[src/pkg/gas_ctl_pkg.sv]
// Constants shared by the gas alarm mode controller.
package gas_ctl_pkg;
    // ------------------------------------------------------------------
    // Timing
    // ------------------------------------------------------------------
    localparam longint unsigned CLK_HZ = 64'h0000_0000_05f5_e100;
    localparam longint unsigned INIT_CLEAR_S = 64'h19;
    localparam longint unsigned ALARM_DELAY_S = 64'h2;
    localparam longint unsigned USER_TIMEOUT_H = 64'ha;
    localparam longint unsigned SEC_PER_HOUR = 64'he10;
    localparam longint unsigned WARN_ALT_S = 64'h1;
    localparam int TW = 42;
    localparam logic [TW-1:0] INIT_CLEAR_CYC = TW'(INIT_CLEAR_S * CLK_HZ);
    localparam logic [TW-1:0] ALARM_DELAY_CYC = TW'(ALARM_DELAY_S * CLK_HZ);
    localparam logic [TW-1:0] USER_TIMEOUT_CYC = TW'(USER_TIMEOUT_H * SEC_PER_HOUR * CLK_HZ);
    localparam logic [TW-1:0] WARN_ALT_CYC = TW'(WARN_ALT_S * CLK_HZ);
    // ------------------------------------------------------------------
    // Concentration scale, in thousandths of full scale
    // ------------------------------------------------------------------
    localparam int CW = 16;
    localparam logic signed [CW-1:0] FULL_SCALE = 16'sh03e8;
    localparam logic signed [CW-1:0] SUPPRESS_DEF = 16'sh003c;
    localparam logic signed [CW-1:0] NEG_LIMIT = 16'sh0064;
    localparam logic signed [CW-1:0] ZERO_LIMIT = 16'sh0064;
    // ------------------------------------------------------------------
    // Loop output codes, in microamps
    // ------------------------------------------------------------------
    localparam logic [15:0] LOOP_4MA = 16'h0fa0;
    localparam logic [15:0] LOOP_SPAN = 16'h3e80;
    localparam logic [15:0] LOOP_FAULT = 16'h01f4;
    localparam logic [15:0] LOOP_OVER = 16'h5014;
    // ------------------------------------------------------------------
    // Modes, menu items and display
    // ------------------------------------------------------------------
    typedef enum logic [2:0] {ST_INIT, ST_DETECT, ST_USER, ST_MAINT, ST_FAULT} mode_t;
    typedef enum logic [1:0] {ITEM_VERSION, ITEM_ZERO, ITEM_SETTINGS, ITEM_MAINT} item_t;
    typedef enum logic [2:0] {DK_CONC, DK_MENU, DK_PASS, DK_FAIL, DK_ERROR, DK_NEG_ZERO,
                              DK_WARN, DK_SETTINGS} disp_t;
    typedef enum logic [1:0] {ZR_NONE, ZR_PASS, ZR_FAIL} zero_res_t;
    localparam logic [7:0] ERR_LOOP = 8'h09;
    localparam logic [7:0] WARN_TEMP = 8'h1b;
endpackage

[src/logic/gas_alarm_mode_controller.sv]
// Mode, alarm, lamp, display and loop output control of a gas detector head.
// Overview of operation
// - After power-up run a 25 s initial clear without alarms, then detect.
// - Leaving detection mode while the gas alarm is on clears the alarm.
// - User menu items 1-0 version/checksum, 1-1 zero, 1-2 settings, 1-3 maintenance.
// - User mode returns to detection ten hours after entry; key presses do not restart the timer.
// - Menu-escape key returns from user menu to detection; operator presses it.
// - Zero adjust shows PASS, or FAIL when too far off, keeping item 1-1.
// - Gas alarm rises when concentration is at or above the setpoint.
// - Alarm waits a 2 s delay first; the delay can be disabled.
// - Gas alarm clears by itself once concentration falls below the setpoint.
// - Red alarm lamp lit while the gas alarm is on, not during the delay.
// - Green power lamp stays on while the device operates.
// - Internal abnormality raises fault, lights yellow lamp, shows an error code.
// - When the fault goes away the device restarts with initial clear.
// - Over-temperature alternates display with E-27, loop tracks, fault lamp off.
// - Loop code chosen per state: 4 mA, proportional, 0.5 mA or 20.5 mA.
// - Loop output never exceeds 20.5 mA during over-scale unless inhibit drives a higher code.
// - Alarm test tracks concentration with output on, else holds 4 mA.
// - Inhibit drives the maintenance-configured loop value, default 4.0 mA.
// - Positive readings below the 6 percent threshold display as zero.
// - Suppression is off during zero adjustment.
// - Negatives suppressed to 10 percent; beyond shows -0.0 and blocks detection.
// - Loop self-check shows E-9 when the current is not delivered.
`timescale 1ns/1ns
module gas_alarm_mode_controller #(
    parameter logic [41:0] INIT_CLEAR_CYC = gas_ctl_pkg::INIT_CLEAR_CYC,
    parameter logic [41:0] ALARM_DELAY_CYC = gas_ctl_pkg::ALARM_DELAY_CYC,
    parameter logic [41:0] USER_TIMEOUT_CYC = gas_ctl_pkg::USER_TIMEOUT_CYC,
    parameter logic [41:0] WARN_ALT_CYC = gas_ctl_pkg::WARN_ALT_CYC
) (
    input wire logic sys_clk_i,
    input wire logic rstn_i,
    input wire logic signed [15:0] conc_i,
    input wire logic signed [15:0] setpoint_i,
    input wire logic signed [15:0] suppress_thr_i,
    input wire logic alarm_delay_en_i,
    input wire logic menu_escape_key_i,
    input wire logic next_key_i,
    input wire logic set_key_i,
    input wire logic fault_i,
    input wire logic [7:0] fault_code_i,
    input wire logic loop_ok_i,
    input wire logic over_temp_i,
    input wire logic inhibit_i,
    input wire logic [15:0] inhibit_code_i,
    input wire logic alarm_test_i,
    input wire logic test_out_on_i,
    output logic power_lamp_o,
    output logic alarm_lamp_o,
    output logic fault_lamp_o,
    output logic gas_alarm_o,
    output logic cannot_detect_o,
    output logic firmware_checksum_display_o,
    output logic [2:0] mode_o,
    output logic [1:0] menu_item_o,
    output logic [2:0] disp_kind_o,
    output logic signed [15:0] disp_value_o,
    output logic [15:0] loop_code_o
);
    // ------------------------------------------------------------------
    // Key synchronisers and press detection
    // ------------------------------------------------------------------
    logic [2:0] key_s1_r, key_s2_r, key_s3_r;
    logic esc_press, next_press, set_press;

    always_ff @(posedge sys_clk_i) begin
        if (!rstn_i) begin
            key_s1_r <= '0;
            key_s2_r <= '0;
            key_s3_r <= '0;
        end else begin
            key_s1_r <= {set_key_i, next_key_i, menu_escape_key_i};
            key_s2_r <= key_s1_r;
            key_s3_r <= key_s2_r;
        end
    end
    assign esc_press = key_s2_r[0] && !key_s3_r[0];
    assign next_press = key_s2_r[1] && !key_s3_r[1];
    assign set_press = key_s2_r[2] && !key_s3_r[2];

    // ------------------------------------------------------------------
    // State registers
    // ------------------------------------------------------------------
    gas_ctl_pkg::mode_t state_r, state_nxt;
    gas_ctl_pkg::item_t item_r, item_nxt;
    gas_ctl_pkg::zero_res_t zres_r, zres_nxt;
    logic signed [15:0] zero_ofs_r, zero_ofs_nxt;
    logic cant_r, cant_nxt;
    logic alarm_r, alarm_nxt;
    logic alt_r, alt_nxt;
    logic init_done, user_done, dly_done, alt_done;
    logic abnormal, above, zero_view, neg_zero;
    logic signed [16:0] corr;
    logic signed [15:0] shown;
    logic [31:0] prop_wide;
    logic [15:0] prop_code, loop_nxt;
    gas_ctl_pkg::disp_t kind_nxt;
    logic signed [15:0] value_nxt;

    assign abnormal = fault_i || !loop_ok_i;
    assign zero_view = (state_r == gas_ctl_pkg::ST_USER) && (item_r == gas_ctl_pkg::ITEM_ZERO);

    tick_timer #(.W(gas_ctl_pkg::TW)) u_init_tmr (
        .sys_clk_i(sys_clk_i), .rstn_i(rstn_i),
        .run_i(state_r == gas_ctl_pkg::ST_INIT), .limit_i(INIT_CLEAR_CYC), .done_o(init_done));
    tick_timer #(.W(gas_ctl_pkg::TW)) u_user_tmr (
        .sys_clk_i(sys_clk_i), .rstn_i(rstn_i),
        .run_i(state_r == gas_ctl_pkg::ST_USER), .limit_i(USER_TIMEOUT_CYC),
        .done_o(user_done));
    tick_timer #(.W(gas_ctl_pkg::TW)) u_dly_tmr (
        .sys_clk_i(sys_clk_i), .rstn_i(rstn_i),
        .run_i(above && (state_r == gas_ctl_pkg::ST_DETECT)), .limit_i(ALARM_DELAY_CYC),
        .done_o(dly_done));
    tick_timer #(.W(gas_ctl_pkg::TW)) u_alt_tmr (
        .sys_clk_i(sys_clk_i), .rstn_i(rstn_i),
        .run_i(over_temp_i && !alt_done), .limit_i(WARN_ALT_CYC), .done_o(alt_done));

    // ------------------------------------------------------------------
    // Reading correction and suppression
    // ------------------------------------------------------------------
    always_comb begin
        corr = 17'(conc_i) - 17'(zero_ofs_r);
        neg_zero = 1'b0;
        shown = corr[15:0];
        if (!zero_view) begin
            if (corr >= 0 && corr < 17'(suppress_thr_i)) begin
                shown = '0;
            end else if (corr < 0 && corr >= -17'(gas_ctl_pkg::NEG_LIMIT)) begin
                shown = '0;
            end else if (corr < -17'(gas_ctl_pkg::NEG_LIMIT)) begin
                shown = '0;
                neg_zero = 1'b1;
            end
        end
        above = !neg_zero && (corr >= 17'(setpoint_i));
    end

    // ------------------------------------------------------------------
    // Mode sequencing, menu and alarms
    // ------------------------------------------------------------------
    always_comb begin
        state_nxt = state_r;
        item_nxt = item_r;
        zres_nxt = zres_r;
        zero_ofs_nxt = zero_ofs_r;
        cant_nxt = cant_r;
        alt_nxt = over_temp_i ? (alt_r ^ alt_done) : 1'b0;
        case (state_r)
            gas_ctl_pkg::ST_INIT: begin
                if (init_done) begin
                    state_nxt = gas_ctl_pkg::ST_DETECT;
                end
            end
            gas_ctl_pkg::ST_DETECT: begin
                if (esc_press) begin
                    state_nxt = gas_ctl_pkg::ST_USER;
                    item_nxt = gas_ctl_pkg::ITEM_VERSION;
                    zres_nxt = gas_ctl_pkg::ZR_NONE;
                end
            end
            gas_ctl_pkg::ST_USER: begin
                if (esc_press || user_done) begin
                    state_nxt = gas_ctl_pkg::ST_DETECT;
                end else if (next_press) begin
                    item_nxt = gas_ctl_pkg::item_t'(item_r + 2'h1);
                    zres_nxt = gas_ctl_pkg::ZR_NONE;
                end else if (set_press) begin
                    if (item_r == gas_ctl_pkg::ITEM_MAINT) begin
                        state_nxt = gas_ctl_pkg::ST_MAINT;
                    end else if (item_r == gas_ctl_pkg::ITEM_ZERO) begin
                        if (corr <= 17'(gas_ctl_pkg::ZERO_LIMIT) &&
                            corr >= -17'(gas_ctl_pkg::ZERO_LIMIT)) begin
                            zero_ofs_nxt = conc_i;
                            zres_nxt = gas_ctl_pkg::ZR_PASS;
                            cant_nxt = 1'b0;
                        end else begin
                            zres_nxt = gas_ctl_pkg::ZR_FAIL;
                        end
                    end
                end
            end
            gas_ctl_pkg::ST_MAINT: begin
                if (esc_press) begin
                    state_nxt = gas_ctl_pkg::ST_DETECT;
                end
            end
            default: begin
                if (!abnormal) begin
                    state_nxt = gas_ctl_pkg::ST_INIT;
                end
            end
        endcase
        if (abnormal) begin
            state_nxt = gas_ctl_pkg::ST_FAULT;
        end
        if (neg_zero) begin
            cant_nxt = 1'b1;
        end
        alarm_nxt = (state_nxt == gas_ctl_pkg::ST_DETECT) && above && !cant_nxt &&
                    (!alarm_delay_en_i || dly_done || alarm_r);
    end

    // ------------------------------------------------------------------
    // Loop output selection and display
    // ------------------------------------------------------------------
    always_comb begin
        prop_wide = 32'(shown[15] ? 16'h0000 : shown) * 32'(gas_ctl_pkg::LOOP_SPAN)
                    / 32'(gas_ctl_pkg::FULL_SCALE);
        prop_code = gas_ctl_pkg::LOOP_4MA + prop_wide[15:0];
        if (prop_code > gas_ctl_pkg::LOOP_OVER || shown > gas_ctl_pkg::FULL_SCALE) begin
            prop_code = gas_ctl_pkg::LOOP_OVER;
        end
        case (state_r)
            gas_ctl_pkg::ST_FAULT: loop_nxt = gas_ctl_pkg::LOOP_FAULT;
            gas_ctl_pkg::ST_INIT, gas_ctl_pkg::ST_MAINT: loop_nxt = gas_ctl_pkg::LOOP_4MA;
            default: begin
                if (inhibit_i) begin
                    loop_nxt = inhibit_code_i;
                end else if (alarm_test_i) begin
                    loop_nxt = test_out_on_i ? prop_code : gas_ctl_pkg::LOOP_4MA;
                end else begin
                    loop_nxt = prop_code;
                end
            end
        endcase
        kind_nxt = gas_ctl_pkg::DK_CONC;
        value_nxt = shown;
        if (state_r == gas_ctl_pkg::ST_FAULT) begin
            kind_nxt = gas_ctl_pkg::DK_ERROR;
            value_nxt = 16'(loop_ok_i ? fault_code_i : gas_ctl_pkg::ERR_LOOP);
        end else if (state_r == gas_ctl_pkg::ST_USER) begin
            kind_nxt = gas_ctl_pkg::DK_MENU;
            value_nxt = 16'(item_r);
            if (item_r == gas_ctl_pkg::ITEM_ZERO && zres_r == gas_ctl_pkg::ZR_PASS) begin
                kind_nxt = gas_ctl_pkg::DK_PASS;
            end else if (item_r == gas_ctl_pkg::ITEM_ZERO && zres_r == gas_ctl_pkg::ZR_FAIL) begin
                kind_nxt = gas_ctl_pkg::DK_FAIL;
            end else if (item_r == gas_ctl_pkg::ITEM_SETTINGS) begin
                kind_nxt = gas_ctl_pkg::DK_SETTINGS;
                value_nxt = setpoint_i;
            end
        end else if (neg_zero) begin
            kind_nxt = gas_ctl_pkg::DK_NEG_ZERO;
        end else if (alt_r) begin
            kind_nxt = gas_ctl_pkg::DK_WARN;
            value_nxt = 16'(gas_ctl_pkg::WARN_TEMP);
        end
    end

    always_ff @(posedge sys_clk_i) begin
        if (!rstn_i) begin
            state_r <= gas_ctl_pkg::ST_INIT;
            item_r <= gas_ctl_pkg::ITEM_VERSION;
            zres_r <= gas_ctl_pkg::ZR_NONE;
            zero_ofs_r <= '0;
            cant_r <= 1'b0;
            alarm_r <= 1'b0;
            alt_r <= 1'b0;
            power_lamp_o <= 1'b0;
            alarm_lamp_o <= 1'b0;
            fault_lamp_o <= 1'b0;
            gas_alarm_o <= 1'b0;
            cannot_detect_o <= 1'b0;
            firmware_checksum_display_o <= 1'b0;
            mode_o <= '0;
            menu_item_o <= '0;
            disp_kind_o <= '0;
            disp_value_o <= '0;
            loop_code_o <= gas_ctl_pkg::LOOP_4MA;
        end else begin
            state_r <= state_nxt;
            item_r <= item_nxt;
            zres_r <= zres_nxt;
            zero_ofs_r <= zero_ofs_nxt;
            cant_r <= cant_nxt;
            alarm_r <= alarm_nxt;
            alt_r <= alt_nxt;
            power_lamp_o <= 1'b1;
            alarm_lamp_o <= alarm_nxt;
            fault_lamp_o <= (state_nxt == gas_ctl_pkg::ST_FAULT);
            gas_alarm_o <= alarm_nxt;
            cannot_detect_o <= cant_nxt;
            firmware_checksum_display_o <= (state_nxt == gas_ctl_pkg::ST_USER) &&
                                           (item_nxt == gas_ctl_pkg::ITEM_VERSION);
            mode_o <= 3'(state_nxt);
            menu_item_o <= 2'(item_nxt);
            disp_kind_o <= 3'(kind_nxt);
            disp_value_o <= value_nxt;
            loop_code_o <= loop_nxt;
        end
    end
endmodule // gas_alarm_mode_controller

[src/logic/tick_timer.sv]
// Restartable cycle counter with a registered done flag.
`timescale 1ns/1ns
module tick_timer #(
    parameter int W = 42
) (
    input wire logic sys_clk_i,
    input wire logic rstn_i,
    input wire logic run_i,
    input wire logic [W-1:0] limit_i,
    output logic done_o
);
    logic [W-1:0] count_r;
    logic [W-1:0] count_nxt;
    logic done_nxt;

    // Counts while run is high, holds at the limit, restarts when run drops.
    always_comb begin
        count_nxt = '0;
        if (run_i) begin
            count_nxt = (count_r == limit_i) ? count_r : count_r + W'(1);
        end
        done_nxt = run_i && (count_nxt == limit_i);
    end

    always_ff @(posedge sys_clk_i) begin
        if (!rstn_i) begin
            count_r <= '0;
            done_o <= 1'b0;
        end else begin
            count_r <= count_nxt;
            done_o <= done_nxt;
        end
    end
endmodule // tick_timer

[config.mk]
export PLATFORM = sky130hd
export DESIGN_NAME = gas_alarm_mode_controller
export DESIGN_NICKNAME = d
export VERILOG_FILES = /design/src/pkg/gas_ctl_pkg.sv /design/src/logic/gas_alarm_mode_controller.sv /design/src/logic/tick_timer.sv
export SDC_FILE = /design/constraint.sdc
export NUM_CORES = 1
export LEC_CHECK = 0
export BUFFER_PORTS_ARGS = -buffer_cell sky130_fd_sc_hd__buf_2
export CAP_MARGIN = 40
export CORE_MARGIN = 2
export CORE_UTILIZATION = 30
export DETAILED_ROUTE_END_ITERATION = 7
export GPL_ROUTABILITY_DRIVEN = 0
export GPL_TIMING_DRIVEN = 0
export MAX_ROUTING_LAYER = met4
export SLEW_MARGIN = 20
export SYNTH_ARGS = -nofsm -noshare
export SYNTH_HDL_FRONTEND = slang
export SYNTH_HIERARCHICAL = 1
export SYNTH_SLANG_ARGS = --single-unit
[constraint.sdc]
create_clock -name sys_clk_i -period 23.5 [get_ports sys_clk_i]
set_input_delay 3.525 -clock sys_clk_i [delete_from_list [all_inputs] [get_ports sys_clk_i]]
set_output_delay 3.525 -clock sys_clk_i [all_outputs]
set_load 0.02 [all_outputs]
Yosys cells after proc, flatten, opt, wreduce, memory -nomap -nowiden
Index checks and enable logic that the tools add are counted.

word-level totals
  output and inout bits = 46
  word-level logic and storage cells = 181
  register bits after elaboration = 245
  input bits = 84

operators by class
  multiply operators = 1
  bitwise gates (word level) = 5
  eq/ne operators = 25
  $add $sub $neg = 7
  reduce and logical (&&, ||, !) cells = 41
  div/mod/pow operators = 1
  mux-type cells = 67
  magnitude comparators = 9

operators with widths
  operator                                                                               count
  42-bit two-way mux                                                                     8
  16-bit two-way mux                                                                     15
  42-bit by 1-bit adder with 42-bit output (second input constant)                       4
  42-bit by 27-bit equality test with 1-bit output (second input constant)               2
  42-bit by 28-bit equality test with 1-bit output (second input constant)               2
  42-bit by 32-bit equality test with 1-bit output (second input constant)               2
  42-bit equality test (second input constant)                                           2
  3-bit two-way mux                                                                      15
  32-bit by 10-bit divider with 32-bit output (second input constant)                    1
  16-bit case mux with 2 select lines                                                    1
  15-bit by 7-bit multiplier with 22-bit output (second input constant)                  1
  1-bit logical AND                                                                      20
  2-bit two-way mux                                                                      10
  17-bit by 1-bit greater-or-equal comparator with 1-bit output (second input constant)  1
  17-bit by 16-bit greater-or-equal comparator with 1-bit output                         1
  17-bit by 8-bit greater-or-equal comparator with 1-bit output (second input constant)  1
  17-bit by 8-bit less-or-equal comparator with 1-bit output (second input constant)     1
  17-bit by 1-bit < comparator with 1-bit output (second input constant)                 1
  17-bit by 16-bit < comparator with 1-bit output                                        1
  17-bit by 8-bit < comparator with 1-bit output (second input constant)                 1
  16-bit by 16-bit subtractor with 17-bit output                                         1
  12-bit by 16-bit adder with 16-bit output (first input constant)                       1
  16-bit by 11-bit greater-than comparator with 1-bit output (second input constant)     1
  16-bit by 15-bit greater-than comparator with 1-bit output (second input constant)     1
  24 further kinds                                                                       62

Longest topological paths before layout
  depth in word-level cells = 17
  mapped depth = 105
  mapped depth without buffers = 93

By module
The synthesis kept the hierarchy.

by module, submodules not included
  module                     cells each  instances  area an instance (um2)  seq. area each (um2)
  tick_timer                 500         4          3,784.9                 860.8
  gas_alarm_mode_controller  1,809       1          13,594.3                1,461.4

Least setup slack after synthesis
Ideal clock, no wire load.

  path type = input -> register
  start point = input conc_i[1]
  end point = register loop_code_o[0]
  library setup time = 0.117 ns
  data required time = 23.383 ns
  path buffers = 4
  stages on the path = 92
  data arrival time = 25.067 ns
  path slack = -1.684 ns
  path through = ha_1 > nor2b_1 > o21ai_0 > nand2b_1 > nand4_1 > nand2_1 > a21o_1 > a21o_1 > a21o_1 > a21o_1 > a21o_1 > a21o_1 > a21o_1 > a21o_1 > a21oi_1 > xnor2_1 > ha_1 > and4_1 > [... 56 more ...] > nor2_1 > a21oi_1 > ha_1 > nand4_1 > nand2b_4 > inv_4 > mux2i_2 > nor2b_2 > a31oi_2 > inv_1 > ha_1 > or4_4 > a21oi_2 > nor2_1 > nor3_1 > o21ai_1 > a311o_1 > a32o_1

between the ends
  word-level cells in the longest chain between the ends = 17
  elaborated cells between the ends (all ways) = 24
  those cells by class = add/sub: 2; mul: 1; div: 1; order compare: 7; mux: 10; reduce/logical: 3

RTL lines
  item                                                                    line                                                                source
  from (decl)                                                             gas_alarm_mode_controller.sv:34                                     input wire logic signed [15:0] conc_i,
  16-bit by 16-bit subtractor with 17-bit output (*)                      gas_alarm_mode_controller.sv:123                                    corr = 17'(conc_i) - 17'(zero_ofs_r);
  17-bit by 8-bit < comparator with 1-bit output (tied with other cells)  gas_alarm_mode_controller.sv:131                                    end else if (corr < -17'(gas_ctl_pkg::NEG_LIMIT)) begin
  16-bit two-way mux or 1-bit logical AND (tied branches)                 gas_alarm_mode_controller.sv:131, gas_alarm_mode_controller.sv:129
  16-bit two-way mux                                                      gas_alarm_mode_controller.sv:129                                    end else if (corr < 0 && corr >= -17'(gas_ctl_pkg::NEG_LIMIT)) begin
  16-bit two-way mux                                                      gas_alarm_mode_controller.sv:127                                    if (corr >= 0 && corr < 17'(suppress_thr_i)) begin
  16-bit two-way mux (*)                                                  gas_alarm_mode_controller.sv:126                                    if (!zero_view) begin
  15-bit two-way mux                                                      gas_alarm_mode_controller.sv:208                                    prop_wide = 32'(shown[15] ? 16'h0000 : shown) * 32'(gas_ctl_pkg::LOOP_SPAN)
  15-bit by 7-bit multiplier with 22-bit output                           gas_alarm_mode_controller.sv:208
  32-bit by 10-bit divider with 32-bit output                             gas_alarm_mode_controller.sv:209                                    / 32'(gas_ctl_pkg::FULL_SCALE);
  12-bit by 16-bit adder with 16-bit output                               gas_alarm_mode_controller.sv:210                                    prop_code = gas_ctl_pkg::LOOP_4MA + prop_wide[15:0];
  16-bit by 15-bit greater-than comparator with 1-bit output              gas_alarm_mode_controller.sv:211                                    if (prop_code > gas_ctl_pkg::LOOP_OVER || shown > gas_ctl_pkg::FULL_SCALE) begin
  1-bit logical OR                                                        gas_alarm_mode_controller.sv:211
  16-bit two-way mux (*)                                                  gas_alarm_mode_controller.sv:211
  16-bit two-way mux                                                      gas_alarm_mode_controller.sv:221                                    loop_nxt = test_out_on_i ? prop_code : gas_ctl_pkg::LOOP_4MA;
  16-bit two-way mux (*)                                                  gas_alarm_mode_controller.sv:220                                    end else if (alarm_test_i) begin
  16-bit two-way mux (*)                                                  gas_alarm_mode_controller.sv:218                                    if (inhibit_i) begin
  16-bit case mux with 2 select lines (*)                                 gas_alarm_mode_controller.sv:214                                    case (state_r)
  to (signal assigned)                                                    gas_alarm_mode_controller.sv:270                                    loop_code_o <= gas_ctl_pkg::LOOP_4MA;
  to (signal assigned)                                                    gas_alarm_mode_controller.sv:290                                    loop_code_o <= loop_nxt;
  to (decl)                                                               gas_alarm_mode_controller.sv:59                                     output logic [15:0] loop_code_o

Every way passes the cells marked *; elsewhere a longest branch is shown, timed or not.
A chain may end at the register's enable or synchronous reset.

Final worst setup path
  start point = input conc_i[0]
  end point = register loop_code_o[6]

Same word-level chain as after synthesis.

==> flow_summary.ini <==
[outcome]
outcome = finished, violations left
violations = negative setup slack

[global_route]
grt-busiest-layer = met2
groute.usage.overall = 0.2094
antenna_found_initial = 14
global_route.usage.met2 = 0.3310
global_route_wire_length_before_repair_mm = 160.7
grt_start_max_net_pins = 24
via_count_of_the_first_global_routing_pass = 29110
grt-ovfl-total = 0
use_met1 = 0.2643
met3_usage = 0.04717

[worst_setup_path]
critical_path.most_common_cell = a21o_1
critPathArrivalTime_ps = 24750
worst-path-max-fanout = 9
worstPathRequired_ps = 23920
critical_path_buf_inv_count = 18
start_kind = input port
critical_path.top_delay_family = compound AO/OA/AOI/OAI gates
max_stage_delay_on_crit_path_ps = 540
timing.setup.critical_path_class = input port to flip-flop
critical_path_end_type = flip-flop
cp_slowest_cell = fa_1

[timing]
worstMarginPinSlew_ps = 981.2
max_freq_mhz = 41.09
worst_clock_skew_ps = 15.59
grt_setup_unrepaired = true
worst_slew_margin_rel = 0.3412
setup_viol_count_final = 15
final_max_slew_viol_count = 0
final.period_utilization = 1.036
final_hold_viol_count = 0
final.min_clock_period_ps = 24340
final.setup.worst_slack_ps = -838.5

[logic_synthesis]
ys_types = 127
sequential_area_share_after_synthesis = 0.1707
synth_edf_count = 0
netlist_area_sq_mm = 0.02873
yosys.area_share.simple = 0.3028
ys.warnings.count = 6
synth_xor_area_frac = 0.1288
synth_cells = 3809
dominantRegCellSynth = dfxtp_1
compound_cell_area_share_of_the_yosys_netlist = 0.2292
postSynth.asyncResetShare = 0
dominant_combinational_cell_family_by_area_after_synthesis = simple AND/OR/NAND/NOR gates
postSynthAreaPerCell_sq_um = 7.544
number_of_synthesized_register_bits = 245
synthAdderAreaFrac = 0.08596
synth_mux_area_frac = 0.02769

[drt]
drt_first_iter_violations = 2583
postRouteWirelength_mm = 105.1
antenna_left = 0
vias = 31470
detail_route.first_pass.iterations = 5
routed_via_density = 5.208
drc = 0
wire_per_inst_um = 17.39

[floorplanning]
core_region_area_sq_mm = 0.09501
die_width_um = 313.5
num_rows = 113
initial_utilization = 0.3024
ios = 130
die-area_sq_mm = 0.09827
die-height_um = 313.5

[run]
max_cap_violations = 0

[cells_and_area]
nNetsFinal = 4994
layout.core_utilization = 0.4058
register_area_sq_mm = 0.004905
multi_input_comb_area_sq_mm = 0.02682
area_growth_syn_to_layout_pct = 34.16
share_of_layout_cells_above_drive_strength_1 = 0.1930
final.fill_count = 9601

[clocking]
clock_tree.buffer_depth = 3
htree_levels = 2
ctsHoldBuffers = 0
cts_tree = yes
cts.root.buffer_cell = clkbuf_16
post_cts_clock_slew_at_the_launch_and_capture_registers_of_the_worst_setup_and_hold_paths_ps = 60
clock_latency_at_the_later_pin_of_the_worst_skew_pair_ps = 560
cts_buffers = 34
cts.sink_count = 245

[placed_design]
count_of_port_buffers_added_during_placement = 128
dpl.hpwl_mm = 78.48

[hold_path]
holdCritPathClass = flip-flop to flip-flop
## cell type report
class | count | share of cell area
multi-input combinational | 3722 | 0.6957
antenna | 7 | 0.0004544
inverter | 205 | 0.02071
clock buffer | 47 | 0.02545
clock inverter | 11 | 0.002077
sequential | 245 | 0.1272
timing repair buffer | 365 | 0.06478
buffer | 176 | 0.02252
tap | 1265 | 0.04106
## cell usage after synthesis, types with 26 or more instances
cell type | n | share of area
buf_2 | 33 | 0.0057
dfxtp_1 | 245 | 0.17
nor4_1 | 70 | 0.015
and3_1 | 51 | 0.011
nand2_1 | 341 | 0.045
and4_1 | 31 | 0.0094
and2_1 | 64 | 0.014
o21a_1 | 39 | 0.010
or3_1 | 63 | 0.014
o21ai_1 | 26 | 0.0045
or2_2 | 28 | 0.0061
nor2b_1 | 48 | 0.010
clkbuf_1 | 129 | 0.017
nor2_1 | 347 | 0.045
a211oi_1 | 37 | 0.0097
inv_1 | 202 | 0.026
a211o_1 | 27 | 0.0082
o21ai_0 | 147 | 0.026
fa_1 | 50 | 0.035
a21o_1 | 47 | 0.012
o22ai_1 | 31 | 0.0067
a21oi_1 | 166 | 0.029
nand3_1 | 139 | 0.024
nand2b_1 | 41 | 0.0089
a31oi_1 | 34 | 0.0074
nor3_1 | 108 | 0.019
xnor2_1 | 228 | 0.069
ha_1 | 111 | 0.048
mux2i_1 | 55 | 0.019
xor2_1 | 155 | 0.047
nand4_1 | 113 | 0.025
## sequential cells by signal (all words and copies together) (netlist names), 16 cells and up
signal	cells
zero_ofs_r	16
disp_value_o	16
u_user_tmr/count_r	42
u_dly_tmr/count_r	42
u_alt_tmr/count_r	42
u_init_tmr/count_r	42
loop_code_o	16
## per-stage QoR
step | setup slack [ps] | cell area, sq um | std cells | TNS (ps) | hold slack, ps
finish | -838.5 | 38550 | 6043 | -10830 | 430.7
detailed placement | -4416 | 33580 | 5758 | -62820 | 416.9
global placement | -4267 | 33510 | 5748 | -60240 | 418.5
CTS | -513.2 | 37530 | 5978 | -5922 | 432.2
floorplan | -471.2 | 31290 | 4355 | -5436 | 411.9
global route | -1658 | 38550 | 6041 | -22990 | 445.2
## placed cells by master (no fill, tap or decap), types with 21 or more instances in the layout
cell type,netlist,final
inv_1,202,188
a211oi_1,37,24
nand3_1,139,131
fa_1,50,47
dfxtp_1,245,245
nand2_1,341,323
o22ai_1,31,26
or3_1,63,56
and2_1,64,58
o211ai_1,22,22
buf_2,33,156
o21ai_0,147,135
a31oi_1,34,26
and4_1,31,28
nor2b_1,48,45
buf_4,15,224
nor3_1,108,95
and3_1,51,48
o31a_1,21,21
o21ai_1,26,21
conb_1,2,548
a21oi_1,166,148
nand2b_1,41,38
nor4_1,70,66
or2_2,28,27
xnor2_1,228,205
mux2i_1,55,47
a211o_1,27,26
nor2_1,347,327
xor2_1,155,150
o21a_1,39,36
clkbuf_1,129,121
ha_1,111,89
nand4_1,113,113
a21o_1,47,46
clkbuf_16,0,35
## path summary, 6_finish.rpt
| kind | startpoint | endpoint | slack [ps] | cells after the start |
|---|---|---|---|---|
| worst max-delay path | conc_i[0] | loop_code_o[6] | -840 | 97 |
| worst min register to register | key_s1_r[2] | key_s2_r[2] | 430 | 1 |
| worst min-delay path | key_s1_r[2] | key_s2_r[2] | 430 | 1 |
| worst max register to register | zero_ofs_r[1] | loop_code_o[6] | 1760 | 96 |
## layer usage
layer  wire length, um  part of all wire
met3              9195             0.088
met1             45370              0.43
met5                 0                 0
met2             47170              0.45
met4              3319             0.032
## cell families after synthesis
| kind of cell | after synthesis |
|---|---|
| DFF | 245 |
| adders and majority gates | 169 |
| AOI/OAI and AO/OA | 913 |
| buffers and inverters | 388 |
| muxes | 76 |
| other | 2 |
| xor gates and xnor gates | 399 |
| and+or+nand+nor | 1617 |
## what timing repair did
action / 4_1_cts / 5_1_grt
buffers inserted: 169 / 48
resized for setup: 304 / 115
setup endpoints to repair: 15 / 15
pin swaps: 147 / 100
gates cloned: 1 / 1
hold endpoints to repair: 0 / 0
Power is not shown: default switching activity piles up to over one toggle a cycle in this logic, so the estimate is an artifact.
